### src/verilog/poc_pkg.sv
package poc_pkg;
   // eight vco taps, one core_clk cycle per tap
   localparam int TAP_W    = 3;
   localparam int DIV_W    = 5;
   localparam int NUM_POST = 3;
   localparam int IDX_GA   = 0;
   localparam int IDX_GB   = 1;
   localparam int IDX_EXT  = 2;

   // bit positions inside the input synchroniser
   localparam int S_REF  = 0;
   localparam int S_EN   = 1;
   localparam int S_ARST = 2;
   localparam int S_PFD  = 3;
   localparam int S_PADP = 4;
   localparam int S_PADN = 5;
   localparam int SYNC_W = 6;

   // compensation mode select codes
   localparam logic [1:0] COMP_CODE_NONE   = 2'h0;
   localparam logic [1:0] COMP_CODE_NORMAL = 2'h1;
   localparam logic [1:0] COMP_CODE_ZDB    = 2'h2;

   // dividers hold value minus one; multiply counter floor is 2
   localparam logic [DIV_W-1:0] MUL_MIN_M1 = 5'h01;

   // clock network and pin delays that the feedback compensates
   localparam int CORE_PERIOD_PS = 40000;
   localparam int NET_DLY_PS     = 160000;
   localparam int NET_DLY_CYC    = (NET_DLY_PS + CORE_PERIOD_PS - 1) / CORE_PERIOD_PS;
   localparam int PIN_DLY_CYC    = 1;
   localparam int DLY_W          = 4;
   localparam logic [DLY_W-1:0] NET_DLY_LOAD = DLY_W'(NET_DLY_CYC);
   localparam logic [DLY_W-1:0] PIN_DLY_LOAD = DLY_W'(PIN_DLY_CYC);
   localparam logic [DLY_W-1:0] DLY_FIRE     = 4'h1;

   // lock detector
   localparam int AGE_W = 6;
   localparam logic [AGE_W-1:0] LOCK_WIN   = 6'h02;
   localparam logic [2:0]       LOCK_LAST  = 3'h3;
   localparam logic [2:0]       MATCH_INIT = 3'h0;

   typedef enum logic [2:0] {
      LK_OFF  = 3'b001,
      LK_ACQ  = 3'b010,
      LK_HOLD = 3'b100
   } poc_lock_t;

   typedef enum logic [2:0] {
      CM_NONE   = 3'b001,
      CM_NORMAL = 3'b010,
      CM_ZDB    = 3'b100
   } poc_comp_t;
endpackage : poc_pkg

### src/verilog/poc_pll_core.sv
`timescale 1ns/100ps
// Behaviour
// - one external clock output, pair or single
// - unused external clock pins become general I/O
// - zero-delay mode aligns external output to input
// - normal mode compensates one selected global output
// - no-compensation mode compensates no clock network
// - phase step is one eighth vco period
// - each output counter picks its own tap
// - initial post count extends shift over period
// - feedback tap shifts all outputs together
// - lock asserts when output tracks reference phase
// - post counters set duty by high/low counts
// - enable low: outputs zero, out of lock
// - enable high again: relock and resynchronize
// - reset high: counters to start values (post: initial count), clear outputs, lock
// - reset released: resynchronize while relocking
// - detector gated: vco holds, outputs keep running
// - dividers 1..32, multiply counter 2..32
module poc_pll_core (
   input  wire logic                       core_clk,
   input  wire logic                       rst,
   input  wire logic                       refClkPin,
   input  wire logic                       pllEnable,
   input  wire logic                       pllAreset,
   input  wire logic                       pfdEnable,
   input  wire logic [1:0]                 compModeSel,
   input  wire logic                       compOutSel,
   input  wire logic [poc_pkg::TAP_W-1:0]  fbTap,
   input  wire logic [poc_pkg::DIV_W-1:0]  preDivM1,
   input  wire logic [poc_pkg::DIV_W-1:0]  mulDivM1,
   input  wire logic [poc_pkg::DIV_W-1:0]  globalADivHighM1,
   input  wire logic [poc_pkg::DIV_W-1:0]  globalADivLowM1,
   input  wire logic [poc_pkg::TAP_W-1:0]  globalADivTap,
   input  wire logic [poc_pkg::DIV_W-1:0]  globalADivInit,
   input  wire logic [poc_pkg::DIV_W-1:0]  globalBDivHighM1,
   input  wire logic [poc_pkg::DIV_W-1:0]  globalBDivLowM1,
   input  wire logic [poc_pkg::TAP_W-1:0]  globalBDivTap,
   input  wire logic [poc_pkg::DIV_W-1:0]  globalBDivInit,
   input  wire logic [poc_pkg::DIV_W-1:0]  extDivHighM1,
   input  wire logic [poc_pkg::DIV_W-1:0]  extDivLowM1,
   input  wire logic [poc_pkg::TAP_W-1:0]  extDivTap,
   input  wire logic [poc_pkg::DIV_W-1:0]  extDivInit,
   input  wire logic                       extOutUsed,
   input  wire logic                       extDiffMode,
   input  wire logic                       gpioPOut,
   input  wire logic                       gpioPOe,
   input  wire logic                       gpioNOut,
   input  wire logic                       gpioNOe,
   input  wire logic                       padPIn,
   input  wire logic                       padNIn,
   output logic                            globalClkA,
   output logic                            globalClkB,
   output logic                            extPinPOut,
   output logic                            extPinPOe,
   output logic                            extPinNOut,
   output logic                            extPinNOe,
   output logic                            gpioPIn,
   output logic                            gpioNIn,
   output logic                            pllLocked
);
   localparam int TW = poc_pkg::TAP_W;
   localparam int DW = poc_pkg::DIV_W;
   localparam int NP = poc_pkg::NUM_POST;

   function automatic poc_pkg::poc_comp_t decodeComp(input logic [1:0] code);
      case (code)
         poc_pkg::COMP_CODE_NORMAL: decodeComp = poc_pkg::CM_NORMAL;
         poc_pkg::COMP_CODE_ZDB:    decodeComp = poc_pkg::CM_ZDB;
         default:                   decodeComp = poc_pkg::CM_NONE;
      endcase
   endfunction : decodeComp

   function automatic logic [TW-1:0] tapAdd(input logic [TW-1:0] a, input logic [TW-1:0] b);
      logic [TW:0] s;
      s = {1'b0, a} + {1'b0, b};
      tapAdd = s[TW-1:0];
   endfunction : tapAdd

   logic [poc_pkg::SYNC_W-1:0] meta_ff;
   logic [poc_pkg::SYNC_W-1:0] sync_ff;
   logic                       refPrev_ff;
   logic                       refRise;
   logic                       run;
   logic                       active;
   logic                       pfdOn;
   logic                       needSync_ff;
   logic [DW-1:0]              nCnt_ff;
   logic                       refEvt;
   logic                       slipReq_ff;
   logic                       stepOn;
   logic [TW-1:0]              vcoPhase_ff;
   logic [DW-1:0]              mCnt_ff;
   logic [DW-1:0]              mulLoad;
   logic                       mTick;
   logic                       mWrap;
   logic [DW-1:0]              highM1   [NP];
   logic [DW-1:0]              lowM1    [NP];
   logic [DW-1:0]              initCnt  [NP];
   logic [TW-1:0]              tapSel   [NP];
   logic [DW-1:0]              postCnt_ff [NP];
   logic                       postLvl_ff [NP];
   logic [NP-1:0]              postTick;
   logic [NP-1:0]              postRise;
   poc_pkg::poc_comp_t         compMode;
   logic                       srcRise;
   logic [poc_pkg::DLY_W-1:0]  dlyLoad;
   logic [poc_pkg::DLY_W-1:0]  dlyCnt_ff;
   logic                       fbEvt;
   logic [poc_pkg::AGE_W-1:0]  fbAge_ff;
   logic                       match;
   logic [2:0]                 matchCnt_ff;
   poc_pkg::poc_lock_t         lockState_ff;
   poc_pkg::poc_lock_t         nxt_lockState;
   logic                       diffOn;
   logic                       pinPOut_ff;
   logic                       pinPOe_ff;
   logic                       pinNOut_ff;
   logic                       pinNOe_ff;

   // pins and array logic alike may drive these, so all are synchronised
   always_ff @(posedge core_clk) begin
      if (rst) begin
         meta_ff <= '0;
         sync_ff <= '0;
      end else begin
         meta_ff <= {padNIn, padPIn, pfdEnable, pllAreset, pllEnable, refClkPin};
         sync_ff <= meta_ff;
      end
   end

   always_ff @(posedge core_clk) begin
      if (rst) begin
         refPrev_ff <= 1'b0;
      end else begin
         refPrev_ff <= sync_ff[poc_pkg::S_REF];
      end
   end

   assign refRise = sync_ff[poc_pkg::S_REF] & ~refPrev_ff;
   assign run     = sync_ff[poc_pkg::S_EN] & ~sync_ff[poc_pkg::S_ARST];
   assign pfdOn   = sync_ff[poc_pkg::S_PFD];
   assign active  = run & ~needSync_ff;

   // pre-scale divider on reference edges
   always_ff @(posedge core_clk) begin
      if (rst || !run) begin
         nCnt_ff <= '0;
      end else if (refRise) begin
         nCnt_ff <= (nCnt_ff == '0) ? preDivM1 : nCnt_ff - 1'b1;
      end
   end

   assign refEvt = run & refRise & (nCnt_ff == '0);

   // counters wait for the first divided reference edge after start
   always_ff @(posedge core_clk) begin
      if (rst || !run) begin
         needSync_ff <= 1'b1;
      end else if (refEvt) begin
         needSync_ff <= 1'b0;
      end
   end

   // phase detector: a late feedback edge holds the vco one tap
   always_ff @(posedge core_clk) begin
      if (rst || !active) begin
         slipReq_ff <= 1'b0;
      end else begin
         slipReq_ff <= refEvt & pfdOn & ~match;
      end
   end

   assign stepOn = active & ~slipReq_ff;

   // one core_clk per tap, so a step is an eighth of the vco period
   always_ff @(posedge core_clk) begin
      if (rst || !active) begin
         vcoPhase_ff <= '0;
      end else if (stepOn) begin
         vcoPhase_ff <= vcoPhase_ff + 1'b1;
      end
   end

   // multiply counter below 2 is clamped rather than refused
   assign mulLoad = (mulDivM1 < poc_pkg::MUL_MIN_M1) ? poc_pkg::MUL_MIN_M1 : mulDivM1;
   assign mTick   = stepOn & (vcoPhase_ff == fbTap);
   assign mWrap   = mTick & (mCnt_ff == '0);

   always_ff @(posedge core_clk) begin
      if (rst || !active) begin
         mCnt_ff <= '0;
      end else if (mTick) begin
         mCnt_ff <= (mCnt_ff == '0) ? mulLoad : mCnt_ff - 1'b1;
      end
   end

   always_comb begin
      highM1[poc_pkg::IDX_GA]  = globalADivHighM1;
      lowM1[poc_pkg::IDX_GA]   = globalADivLowM1;
      initCnt[poc_pkg::IDX_GA] = globalADivInit;
      tapSel[poc_pkg::IDX_GA]  = globalADivTap;
      highM1[poc_pkg::IDX_GB]  = globalBDivHighM1;
      lowM1[poc_pkg::IDX_GB]   = globalBDivLowM1;
      initCnt[poc_pkg::IDX_GB] = globalBDivInit;
      tapSel[poc_pkg::IDX_GB]  = globalBDivTap;
      highM1[poc_pkg::IDX_EXT]  = extDivHighM1;
      lowM1[poc_pkg::IDX_EXT]   = extDivLowM1;
      initCnt[poc_pkg::IDX_EXT] = extDivInit;
      tapSel[poc_pkg::IDX_EXT]  = extDivTap;
   end

   always_comb begin
      for (int i = 0; i < NP; i++) begin
         postTick[i] = stepOn & (vcoPhase_ff == tapAdd(tapSel[i], fbTap));
         postRise[i] = postTick[i] & (postCnt_ff[i] == '0) & ~postLvl_ff[i];
      end
   end

   // post-scale counters: initial count delays the first rise
   always_ff @(posedge core_clk) begin
      for (int i = 0; i < NP; i++) begin
         if (rst) begin
            postCnt_ff[i] <= '0;
            postLvl_ff[i] <= 1'b0;
         end else if (!active) begin
            postCnt_ff[i] <= initCnt[i];
            postLvl_ff[i] <= 1'b0;
         end else if (postTick[i]) begin
            if (postCnt_ff[i] == '0) begin
               postLvl_ff[i] <= ~postLvl_ff[i];
               postCnt_ff[i] <= postLvl_ff[i] ? lowM1[i] : highM1[i];
            end else begin
               postCnt_ff[i] <= postCnt_ff[i] - 1'b1;
            end
         end
      end
   end

   assign compMode = decodeComp(compModeSel);

   // feedback source: external output, chosen global, or bare m counter
   always_comb begin
      if (compMode == poc_pkg::CM_ZDB) begin
         srcRise = postRise[poc_pkg::IDX_EXT];
         dlyLoad = poc_pkg::PIN_DLY_LOAD;
      end else begin
         srcRise = compOutSel ? postRise[poc_pkg::IDX_GB] : postRise[poc_pkg::IDX_GA];
         dlyLoad = poc_pkg::NET_DLY_LOAD;
      end
   end

   // delay copy of the source edge; a new edge restarts it
   always_ff @(posedge core_clk) begin
      if (rst || !active) begin
         dlyCnt_ff <= '0;
      end else if (srcRise) begin
         dlyCnt_ff <= dlyLoad;
      end else if (dlyCnt_ff != '0) begin
         dlyCnt_ff <= dlyCnt_ff - 1'b1;
      end
   end

   assign fbEvt = (compMode == poc_pkg::CM_NONE) ? mWrap : (dlyCnt_ff == poc_pkg::DLY_FIRE);

   always_ff @(posedge core_clk) begin
      if (rst || !active) begin
         fbAge_ff <= '1;
      end else if (fbEvt) begin
         fbAge_ff <= '0;
      end else if (fbAge_ff != '1) begin
         fbAge_ff <= fbAge_ff + 1'b1;
      end
   end

   assign match = fbEvt | (fbAge_ff <= poc_pkg::LOCK_WIN);

   always_ff @(posedge core_clk) begin
      if (rst || !active) begin
         matchCnt_ff <= poc_pkg::MATCH_INIT;
      end else if (refEvt && !match) begin
         matchCnt_ff <= poc_pkg::MATCH_INIT;
      end else if (refEvt && matchCnt_ff != poc_pkg::LOCK_LAST) begin
         matchCnt_ff <= matchCnt_ff + 1'b1;
      end
   end

   // lock is raw: a slipping loop may toggle it while acquiring
   always_comb begin
      nxt_lockState = lockState_ff;
      case (lockState_ff)
         poc_pkg::LK_OFF: begin
            if (active) begin
               nxt_lockState = poc_pkg::LK_ACQ;
            end
         end
         poc_pkg::LK_ACQ: begin
            if (refEvt && match && matchCnt_ff == poc_pkg::LOCK_LAST) begin
               nxt_lockState = poc_pkg::LK_HOLD;
            end
         end
         poc_pkg::LK_HOLD: begin
            if (refEvt && !match) begin
               nxt_lockState = poc_pkg::LK_ACQ;
            end
         end
         default: nxt_lockState = poc_pkg::LK_OFF;
      endcase
      if (!active) begin
         nxt_lockState = poc_pkg::LK_OFF;
      end
   end

   always_ff @(posedge core_clk) begin
      if (rst) begin
         lockState_ff <= poc_pkg::LK_OFF;
      end else begin
         lockState_ff <= nxt_lockState;
      end
   end

   // pads: the external clock owns them only while in use
   assign diffOn = extOutUsed & extDiffMode;

   always_ff @(posedge core_clk) begin
      if (rst) begin
         pinPOut_ff <= 1'b0;
         pinPOe_ff  <= 1'b0;
         pinNOut_ff <= 1'b0;
         pinNOe_ff  <= 1'b0;
      end else begin
         pinPOut_ff <= extOutUsed ? postLvl_ff[poc_pkg::IDX_EXT] : gpioPOut;
         pinPOe_ff  <= extOutUsed | gpioPOe;
         pinNOut_ff <= diffOn ? ~postLvl_ff[poc_pkg::IDX_EXT] : gpioNOut;
         pinNOe_ff  <= diffOn | gpioNOe;
      end
   end

   assign globalClkA = postLvl_ff[poc_pkg::IDX_GA];
   assign globalClkB = postLvl_ff[poc_pkg::IDX_GB];
   assign extPinPOut = pinPOut_ff;
   assign extPinPOe  = pinPOe_ff;
   assign extPinNOut = pinNOut_ff;
   assign extPinNOe  = pinNOe_ff;
   assign gpioPIn    = sync_ff[poc_pkg::S_PADP];
   assign gpioNIn    = sync_ff[poc_pkg::S_PADN];
   assign pllLocked  = (lockState_ff == poc_pkg::LK_HOLD);
endmodule : poc_pll_core
### config.mk
export PLATFORM = sky130hd
export DESIGN_NAME = poc_pll_core
export DESIGN_NICKNAME = d
export VERILOG_FILES = /design/src/verilog/poc_pkg.sv /design/src/verilog/poc_pll_core.sv
export SDC_FILE = /design/constraint.sdc
export NUM_CORES = 1
export LEC_CHECK = 0
export BUFFER_PORTS_ARGS = -buffer_cell sky130_fd_sc_hd__buf_4
export CAP_MARGIN = 10
export CELL_PAD_IN_SITES_DETAIL_PLACEMENT = 0
export CELL_PAD_IN_SITES_GLOBAL_PLACEMENT = 1
export CORE_MARGIN = 1.5
export CORE_UTILIZATION = 40
export DETAILED_ROUTE_END_ITERATION = 8
export GPL_TIMING_DRIVEN = 0
export PLACE_DENSITY_LB_ADDON = 0.1
export SLEW_MARGIN = 20
export SYNTH_ARGS = -nofsm -noshare
export SYNTH_HDL_FRONTEND = slang
export SYNTH_SLANG_ARGS = --single-unit
export TNS_END_PERCENT = 5
### constraint.sdc
create_clock -name core_clk -period 3.5 [get_ports core_clk]
set_input_delay 0.7 -clock core_clk [delete_from_list [all_inputs] [get_ports core_clk]]
set_output_delay 0.7 -clock core_clk [all_outputs]
set_load 0.02 [all_outputs]
* Word level (Yosys, flattened, before mapping)
Memories as Yosys holds them, arrays and structs flattened.
Cells that the tools add are included.
** Operators by class
- Divide/modulo/power cells :: 0
- Add/sub/neg operators :: 12
- Shift-type cells :: 0
- Bitwise logic cells :: 47
- $lt $le $gt $ge :: 2
- $mul :: 0
- Reduce and logical (&&, ||, !) cells :: 20
- Mux-type cells :: 70
- Eq/ne operators :: 17
** Operators by type and width (count)
- $mux W5 :: 15
- $mux W1 :: 46
- $logic_not A5 Y1 :: 5
- $sub A5 B1 Y5 const B :: 5
- $and A1 B1 Y1 :: 20
- $or A1 B1 Y1 :: 18
- $eq A3 B3 Y1 :: 4
- $mux W6 :: 2
- $add A3 B3 Y3 :: 3
- $mux W3 :: 3
- $not A1 Y1 :: 9
- $pmux W3 S3 :: 1
- $mux W4 :: 2
- $add A3 B1 Y3 const B :: 2
- $add A6 B1 Y6 const B :: 1
- $eq A3 B1 Y1 const B :: 2
- $eq A3 B2 Y1 const B :: 2
- $eq A3 B3 Y1 const B :: 2
- $le A6 B2 Y1 const B :: 1
- $ne A6 B6 Y1 const B :: 1
- $pmux W3 S2 :: 1
- $lt A5 B1 Y1 const B :: 1
- $eq A4 B1 Y1 const B :: 1
- $logic_and A1 B1 Y1 :: 4
- other kinds (12) :: 17
** Word-level totals
- Register bits after elaboration :: 48
- Bits in read-only memories :: 0
- Logic and storage cells :: 186
- Bits in writable memories :: 18
- Output and inout bits :: 9
- Latch bits :: 0
- Memories kept :: 2
- Input port bits :: 84
** Memory list
- postCnt_ff :: depth 3, bits a word 5, read ports 3, clocked after Yosys merged registers in 0, wr ports 3, line poc_pll_core.sv:101 : logic [DW-1:0] postCnt_ff [NP];
- postLvl_ff :: depth 3, bits a word 1, read ports 3, clocked after Yosys merged registers in 0, wr ports 3, line poc_pll_core.sv:102 : logic postLvl_ff [NP];

* Longest topological paths before layout
Gate-level depths: netlist (run 1).
- Depth in word-level cells :: 12
- Mapped depth :: 9
- Depth with buffers taken out :: 8

* Worst setup path after synthesis (run 1)
No wires, ideal clock.
- Path kind :: input to register
- Start point :: input port fbTap[0] (netlist name)
- End point :: memory postCnt_ff[0][0] (netlist name) (data pin)
- Slack :: 802 ps
- Data arrival time :: 2435 ps
- Cell stages on the path :: 9
- Data required time :: 3237 ps
- Setup time :: 263 ps
- Cell sequence :: ha_1 > inv_1 > fa_1 > xor2_1 > nand3_1 > or2_0 > or3b_1 > buf_6 > mux2i_1
** RTL lines
- start: declaration :: line poc_pll_core.sv:29 : input wire logic [poc_pkg::TAP_W-1:0] fbTap,
- end: declaration :: line poc_pll_core.sv:101

==> results.md, run 1 <==
- Area Overhead vs Synth: 28.2%
- CP Launch Type: input port
- Arrival time at the worst endpoint: 2.94 ns
- CTS Hold Bufs: 0
- IO Count: 93
- Wire length per cell: 13.6 µm
- Largest family of logic cells by synthesized area: simple AND/OR/NAND/NOR gates
- Core Area: 9280 µm²
- Syn nets: 526
- Critical path's largest stage delay: 0.75 ns
- Outcome: finished clean
- Die width: 101 µm
- Asr flop ratio synth: 0%
- Hold WS: 0.437 ns
- Post-route insts no fill: 656
- Global-route wire length before repair: 14900 µm
- Post-CTS resize count: 0
- Placed Cells: 640
- Xor/xnor cell area share of the yosys netlist: 6.77%
- Final setup vio count: 0
- CTS Buf Count: 9
- Post-Route WL: 8950 µm
- CTS Root Buffer Type: clkbuf_8
- Placed standard-cell area: 4710 µm²
- Clk pwr share: 42.3%
- Max-cap violations: 0
- Int Power: 1.35 mW
- Synth cell types: 58
- Post-synth EDFFs: 18
- Post-Synth Adder-Cell Area: 7.71%
- Power Density: 359 nW/µm²
- TritonCTS clock tree: yes
- Critical Path End Type: flip-flop
- Skew final: 0.0114 ns
- Slowest stage cell, crit path: nor4_1
- Vias in the first global route: 3264
- Mapped Area: 3860 µm²
- H-Tree Depth: 3
- Worst-case clock buffer depth: 2
- Post-place setup slack: 0.377 ns
- Post-route total power: 1.78 mW
- Total gr overflow: 0
- Final core occ: 53.3%
- Commonest non-fill, non-tap cell in the layout: buf_4
- Most frequent cells in the layout: 91 x buf_4, 48 x dfxtp_1, 31 x nand2_1
- Share of the synthesized area in the top cell type: 24.9%
- Worst vdd ir: 0.000148 V
- Prevailing post-synth register cell: dfxtp_1
- Synth Area in Simple Gates: 21.9%
- Crit Path Class: input port to flip-flop
- RSZ-0062 raised after global routing: no
- Post-DP HPWL: 6870 µm
- Syn Inst Count: 420
- Fin. Hold Viols: 0
- CTS clk-pin slew, worst paths: 0.08 ns
- Routed vias/inst: 4.99
- Post-layout nets: 628
- Flops & latches, synth: 66
- Post-synthesis mux area share: 5.60%
- Design area: 4950 µm²
- TritonRoute pass-1 iters: 5
- Minimum clock period: 2.75 ns
- Antenna violations before repair: 0
- Die Span Y: 101 µm
- Clock Sinks: 66
- Share of cells above drive strength 1: 24.9%
- Leak: 2.12 nW
- Avg Cell Area, Syn: 9.20 µm²
- NetSw: 430 µW
- Largest net degree at the start of global routing: 14
- Drc violations: 0
- Min-Delay Path Class: flip-flop to flip-flop
- Die area: 10300 µm²
- Total track usage: 18.5%
- Synth Area in Compound Gates: 14.4%
- CP max FO: 6
- Syn. warnings: 0
- Final period utilization: 78.6%
- Area leader, netlist: dfxtp_1
- WP data required: 3.69 ns
- DRT iter0 DRCs: 76
- Worst slew margin: 40.3%
- R2R cell count: 7
- Top area cells in the synthesized netlist: dfxtp_1 25%, edfxtp_1 14%, ha_1 6.2%
- Critical-path cell list: buf_4 -> ha_1 -> inv_1 -> fa_1 -> xor2_1 -> nand3_1 -> nor4_1 -> a22oi_1 -> mux2i_1
- RePlAce Congestion: 0.792
- Clk_lat worst skew: 0.35 ns
- Worst Tran Pin Value: 0.887 ns
- Starting Density: 41.6%
- Sw Ratio: 24.2%
- Final Max Slew Viols: 0
- Vias: 3274
- Port Buffers: 91
- Max frequency: 0.364 GHz
- ANT nets after route: 0
- Seq/Total Area, Yosys: 38.9%
- Hold Path Depth: 1
- FP Rows: 35
- Gate power share: 12.0%
- Setup_tns: 0 ns
- Final WS setup: 0.751 ns
- Sequential power share: 45.6%
- Setup Buffers After CTS: 0
- Diodes inserted: 0
-- layer usage --
layer	global-route usage, %	part of all wire [%]	wire length, µm
met4	5.56	0.51	46
met3	3.73	4.6	414
met2	31.8	48	4330
met1	23.4	46	4160
met5	0	0	0
-- cell usage after synthesis, types with 8 or more instances --
library cell	count
dfxtp_1	48
nand2_1	31
nor2_1	28
inv_1	27
nor2b_1	24
o21ai_0	24
a21oi_1	19
ha_1	19
edfxtp_1	18
nor3_1	18
xnor2_1	18
mux2i_1	16
clkbuf_1	12
a22oi_1	10
xor2_1	10
nand2b_1	8
-- critical path: cells and delay by family --
| family | cells | cell delay, ns |
|---|---|---|
| and+or+nand+nor | 2 | 0.86 |
| xor gates and xnor gates | 1 | 0.18 |
| AOI/OAI and AO/OA | 1 | 0.17 |
| buffers and inverters | 2 | 0.19 |
| muxes | 1 | 0.21 |
| adders and majority gates | 2 | 0.62 |
-- layout make-up --
| cell class | instances | area [µm²] |
|---|---|---|
| well taps | 129 | 161 |
| clock buffers | 11 | 174 |
| plain buffers | 18 | 80.1 |
| repair buffers | 91 | 683 |
| flip-flops and latches | 66 | 1500 |
| inverters | 27 | 101 |
| clock inverters | 5 | 63.8 |
| multi-input cells | 309 | 2180 |
| fillers | 915 | 4330 |
-- path summary, 6_finish.rpt --
kind	from	slack, ns	endpoint
max	fbTap[0]	0.75	postCnt_ff[0][1]
min	meta_ff[4]	0.44	sync_ff[4]
max reg2reg	nCnt_ff[0]	1.02	matchCnt_ff[1]
min reg2reg	meta_ff[4]	0.44	sync_ff[4]
-- cells by family (layout without fill, tap and decap cells) --
kind of cell	after synthesis	in the layout
simple gates	153	153
fa+ha+maj	22	22
mux	21	21
xor+xnor	29	29
flops	66	66
compound gates	84	84
buf+inv	45	152
-- state kept, by name (all words and copies together), names as in the netlist, 3 cells and up --
signal        cells
sync_ff           6
fbAge_ff          6
nCnt_ff           5
meta_ff           6
dlyCnt_ff         4
vcoPhase_ff       3
postCnt_ff       15
mCnt_ff           5
matchCnt_ff       3
lockState_ff      3
postLvl_ff        3
-- power by group through the flow --
stage          clock [mW]  sequential (mW)  combinational (mW)
6_report            0.752            0.811               0.214
2_1_floorplan           0            0.831               0.109
3_3_place_gp            0            0.828               0.213
4_1_cts             0.775            0.811               0.217
5_1_grt             0.808            0.813               0.240
3_5_place_dp            0            0.829               0.216
No activity file was read; power rests on OpenSTA's default activity.
==> run 2, diff against run 1 <==
--- a/config.mk
+++ b/config.mk
@@ -10,7 +10,7 @@
 export CELL_PAD_IN_SITES_DETAIL_PLACEMENT = 0
 export CELL_PAD_IN_SITES_GLOBAL_PLACEMENT = 1
 export CORE_MARGIN = 1.5
-export CORE_UTILIZATION = 40
+export CORE_UTILIZATION = 37
 export DETAILED_ROUTE_END_ITERATION = 8
 export GPL_TIMING_DRIVEN = 0
 export PLACE_DENSITY_LB_ADDON = 0.1
==> constraint.sdc (replaced) <==
create_clock -name core_clk -period 2.5 [get_ports core_clk]
set_input_delay 0.5 -clock core_clk [delete_from_list [all_inputs] [get_ports core_clk]]
set_output_delay 0.5 -clock core_clk [all_outputs]
set_load 0.02 [all_outputs]
==> run 2 against run 1 <==
Setup slack got worse by 0.66 ns. Non-clock buffer count rose by 1. Largest power group unchanged. Global-route usage decreased by 1.5 points. Combinational power rose by 44%. Critical path depth rose by 1. Highest routed layer unchanged. Register-to-register slack worse by 0.77 ns. Die area is 7.9% higher. Sequential share of layout area down 0.15 points. Via count increased by 0.89%.
==> results.md, run 2 (synthesis results as in run 1) <==
- Total track usage: 16.9%
- Int Power: 1.76 mW
- CP max FO: 5
- Largest net degree at the start of global routing: 14
- Worst-case clock buffer depth: 2
- CTS Buf Count: 9
- Placed Cells: 647
- Share of cells above drive strength 1: 26.1%
- Starting Density: 37.8%
- Antenna violations before repair: 0
- RePlAce Congestion: 0.768
- RSZ-0062 raised after global routing: no
- Post-route total power: 2.37 mW
- Sw Ratio: 25.9%
- Post-route insts no fill: 664
- NetSw: 615 µW
- Area Overhead vs Synth: 28.8%
- Max reg flops: 15
- Post-DP HPWL: 6940 µm
- TritonRoute pass-1 iters: 4
- Wire length per cell: 13.7 µm
- Critical Path End Type: flip-flop
- Post-layout nets: 629
- Commonest non-fill, non-tap cell in the layout: buf_4
- FP Rows: 37
- Worst slew margin: 52.1%
- H-Tree Depth: 3
- Final period utilization: 96.4%
- CTS Root Buffer Type: clkbuf_8
- Drc violations: 0
- Crit Path Class: input port to flip-flop
- Final WS setup: 0.0902 ns
- Arrival time at the worst endpoint: 2.51 ns
- Top reg by flops: postCnt_ff
- Total gr overflow: 0
- Minimum clock period: 2.41 ns
- Core Area: 10200 µm²
- Die width: 105 µm
- CP Launch Type: input port
- Leak: 2.11 nW
- CTS clk-pin slew, worst paths: 0.09 ns
- Routed vias/inst: 4.97
- Hold WS: 0.348 ns
- Vias in the first global route: 3260
- Final Max Slew Viols: 0
- Outcome: finished clean
- Clk pwr share: 39.2%
- TritonCTS clock tree: yes
- Fin. Hold Viols: 0
- Min-Delay Path Class: input port to flip-flop
- ANT nets after route: 0
- Most frequent cells in the layout: 91 x buf_4, 48 x dfxtp_1, 31 x nand2_1
- WP data required: 2.60 ns
- Clk_lat worst skew: 0.35 ns
- Sequential power share: 47.8%
- Max-cap violations: 0
- Post-Route WL: 9090 µm
- IO Count: 93
- DRT iter0 DRCs: 140
- Max frequency: 0.415 GHz
- Skew final: 0.0143 ns
- Worst Tran Pin Value: 0.714 ns
- Global-route wire length before repair: 14900 µm
- Diodes inserted: 0
- Clock Sinks: 66
- CTS Hold Bufs: 0
- Die area: 11100 µm²
- Worst vdd ir: 0.000227 V
- Vias: 3303
- Die Span Y: 105 µm
- Final setup vio count: 0
- Gate power share: 13.0%
- Power Density: 477 nW/µm²
- Port Buffers: 91
- Post-place setup slack: -0.424 ns
[run 2: final timing paths]
kind / start / slack, ns / depth (start not counted) / endpoint
min reg2reg: meta_ff[1] / 0.44 / 1 / sync_ff[1]
max: fbTap[0] / 0.09 / 10 / postCnt_ff[0][3]
min: padNIn / 0.35 / 2 / meta_ff[5]
max reg2reg: postCnt_ff[2][0] / 0.25 / 8 / dlyCnt_ff[2]
[run 2: per-stage QoR]
step                      area (µm²)  setup TNS (ns)  utilization (%)
after floorplan                 3860               0                -
after global placement          4720           -8.13             46.1
after detailed placement        4720           -3.29             46.1
after CTS                       4940               0             48.3
after global routing            4970               0             48.6
final                           4970               0             48.6
[run 2: power groups by stage]
stage / clock network (mW) / logic [mW] / registers [mW]
2_1_floorplan: 0 / 0.153 / 1.16
3_3_place_gp: 0 / 0.302 / 1.16
3_5_place_dp: 0 / 0.304 / 1.16
4_1_cts: 0.952 / 0.309 / 1.14
5_1_grt: 0.992 / 0.344 / 1.14
6_report: 0.930 / 0.309 / 1.14
[run 2: timing repair]
action,CTS,global route
setup buffers,0,1
pin swaps,0,3
gates resized for setup,2,8
endpoints found under the setup margin,7,2
[run 2: area by class of cell]
| type | count | area, µm² |
|---|---|---|
| sequential | 66 | 1500 |
| multi-input combinational | 309 | 2220 |
| timing repair buffer | 92 | 698 |
| clock inverter | 5 | 41.3 |
| fill | 994 | 5260 |
| tap | 136 | 170 |
| buffer | 18 | 80.1 |
| inverter | 27 | 105 |
| clock buffer | 11 | 163 |
[run 2: critical path, stage by stage]
cell	delay (ns)
buf_8	0.09
ha_4	0.13
inv_2	0.03
fa_1	0.52
xor2_1	0.19
nand3_1	0.14
or2_1	0.26
or3b_1	0.39
buf_6	0.15
mux2i_1	0.11
[run 2: routing by layer]
metal	vias to the layer above	part of all wire, %	global-route usage, %
li1	1688	-	-
met1	1539	48	21.6
met2	64	47	28.0
met3	12	3.8	3.49
met4	0	1.6	6.75
met5	-	0	0
==> run 3, diff against run 2 <==
--- a/config.mk
+++ b/config.mk
@@ -14,6 +14,7 @@
 export DETAILED_ROUTE_END_ITERATION = 8
 export GPL_TIMING_DRIVEN = 0
 export PLACE_DENSITY_LB_ADDON = 0.1
+export SETUP_SLACK_MARGIN = 0.15
 export SLEW_MARGIN = 20
 export SYNTH_ARGS = -nofsm -noshare
 export SYNTH_HDL_FRONTEND = slang
==> run 3 against run 2 <==
First-iteration DRC count down 26%. Sequential share of layout area down 0.23 points. Setup slack worse by 0.0063 ns. Maximum frequency down 0.26%. Clock skew down 0.0040 ns. Worst hold slack better by 0.0021 ns. Utilization up 0.38 points. Largest cell class unchanged. Largest power group unchanged.
==> results.md, run 3 (synthesis results as in run 1) <==
- RSZ-0062 raised after global routing: yes
- CTS Root Buffer Type: clkbuf_8
- Skew final: 0.0102 ns
- Minimum clock period: 2.42 ns
- TritonCTS clock tree: yes
- WP data required: 2.59 ns
- Post-layout nets: 632
- End of the worst register-to-register path: postCnt_ff[0][2]
- R2R setup slack: 0.18 ns
- CP max FO: 5
- Final period utilization: 96.6%
- Layout fillers: 1010
- Diodes inserted: 0
- Vias in the first global route: 3191
- CTS Buf Count: 9
- Worst-case clock buffer depth: 2
- R2R cell count: 6
- Worst vdd ir: 0.000217 V
- Clock Sinks: 66
- Die Span Y: 105 µm
- Top reg by flops: postCnt_ff
- CP Launch Type: input port
- FP Rows: 37
- Vias: 3286
- Core Area: 10200 µm²
- Max-cap violations: 0
- Arrival time at the worst endpoint: 2.50 ns
- Setup_tns: 0 ns
- DRT iter0 DRCs: 104
- TritonRoute pass-1 iters: 5
- Critical R2R Launch: needSync_ff
- Post-DP HPWL: 6930 µm
- Antenna violations before repair: 0
- CTS clk-pin slew, worst paths: 0.08 ns
- Commonest non-fill, non-tap cell in the layout: buf_4
- Global-route wire length before repair: 14700 µm
- Hold path endpoint: meta_ff[0]
- Outcome: finished clean
- Placed Cells: 647
- Die width: 105 µm
- Post-Route WL: 9020 µm
- Die area: 11100 µm²
- Max reg flops: 15
- Min-Delay Path Class: input port to flip-flop
- Most frequent cells in the layout: 92 x buf_4, 48 x dfxtp_1, 31 x nand2_1
- Final setup vio count: 0
- Worst slew margin: 52.8%
- Share of cells above drive strength 1: 27.1%
- Post-route total power: 2.38 mW
- Hold WS: 0.350 ns
- Starting Density: 37.8%
- RePlAce Congestion: 0.781
- CTS Hold Bufs: 0
- Wire length per cell: 13.5 µm
- Crit Path Class: input port to flip-flop
- Final Max Slew Viols: 0
- Power Density: 474 nW/µm²
- Fin. Hold Viols: 0
- Post-route insts no fill: 667
- Critical Path End Type: flip-flop
- Worst Tran Pin Value: 0.704 ns
- Leak: 2.13 nW
- Hold path start: refClkPin
- Port Buffers: 91
- Drc violations: 0
- H-Tree Depth: 3
- IO Count: 93
- Total track usage: 16.9%
- Max frequency: 0.414 GHz
- Routed vias/inst: 4.93
- Total gr overflow: 0
- Largest net degree at the start of global routing: 13
- Crit path launch: fbTap[0]
- Hold Path Depth: 2
- Area Overhead vs Synth: 29.8%
- ANT nets after route: 0
- Clk_lat worst skew: 0.35 ns
[run 3: power by group]
group          leakage (nW)  internal (mW)  switching [mW]
combinational          1.43          0.180           0.134
sequential            0.601           1.12          0.0134
clock                 0.107          0.490           0.438
total                  2.13           1.79           0.585
[run 3: repair_timing]
action / in CTS / in global routing
pin swaps: 0 / 11
setup endpoints to repair: 13 / 14
gates resized for setup: 2 / 17
setup buffers: 0 / 4
[run 3: area by class of cell]
class                      count  area (µm²)  share of cell area [%]
multi-input combinational    309        2230                    44.4
sequential                    66        1500                    29.9
timing repair buffer          95         728                    14.5
tap                          136         170                    3.39
clock buffer                  10         138                    2.75
inverter                      27         105                    2.10
buffer                        18        81.3                    1.62
clock inverter                 6        63.8                    1.27
[run 3: worst max-delay path by stage]
stage / slack (ns) / endpoint / cells after the start
final: 0.08 / postCnt_ff[0][2] / 10
after global routing: -0.01 / postCnt_ff[0][2] / 10
after global placement: -0.45 / postCnt_ff[0][2] / 9
after detailed placement: -0.51 / postCnt_ff[0][2] / 9
after CTS: 0.09 / postCnt_ff[0][2] / 10
after floorplan: 0.002 / postCnt_ff[0][0] / 9
[run 3: worst max-delay path, stage by stage]
cell	delay [ns]
buf_8	0.08
ha_4	0.12
inv_2	0.03
fa_1	0.51
xor2_1	0.20
nand3_1	0.13
or2_1	0.27
or3b_1	0.39
buf_6	0.15
mux2i_1	0.12
[run 3: stage by stage]
step	area, µm²	utilization [%]	setup WS, ns
floorplan	3860	-	0.00222
global placement	4720	46.1	-0.454
detailed placement	4720	46.1	-0.514
CTS	4930	48.2	0.0853
global route	5010	49.0	-0.0120
finish	5010	49.0	0.0839
[run 3: metal layers]
metal / vias to the layer above / part of all wire, % / GRT usage [%]
met4: 0 / 0.89 / 7.93
met3: 5 / 3.5 / 2.93
met1: 1528 / 47 / 21.2
met2: 57 / 49 / 28.2
met5: - / 0 / 0
li1: 1696 / - / -
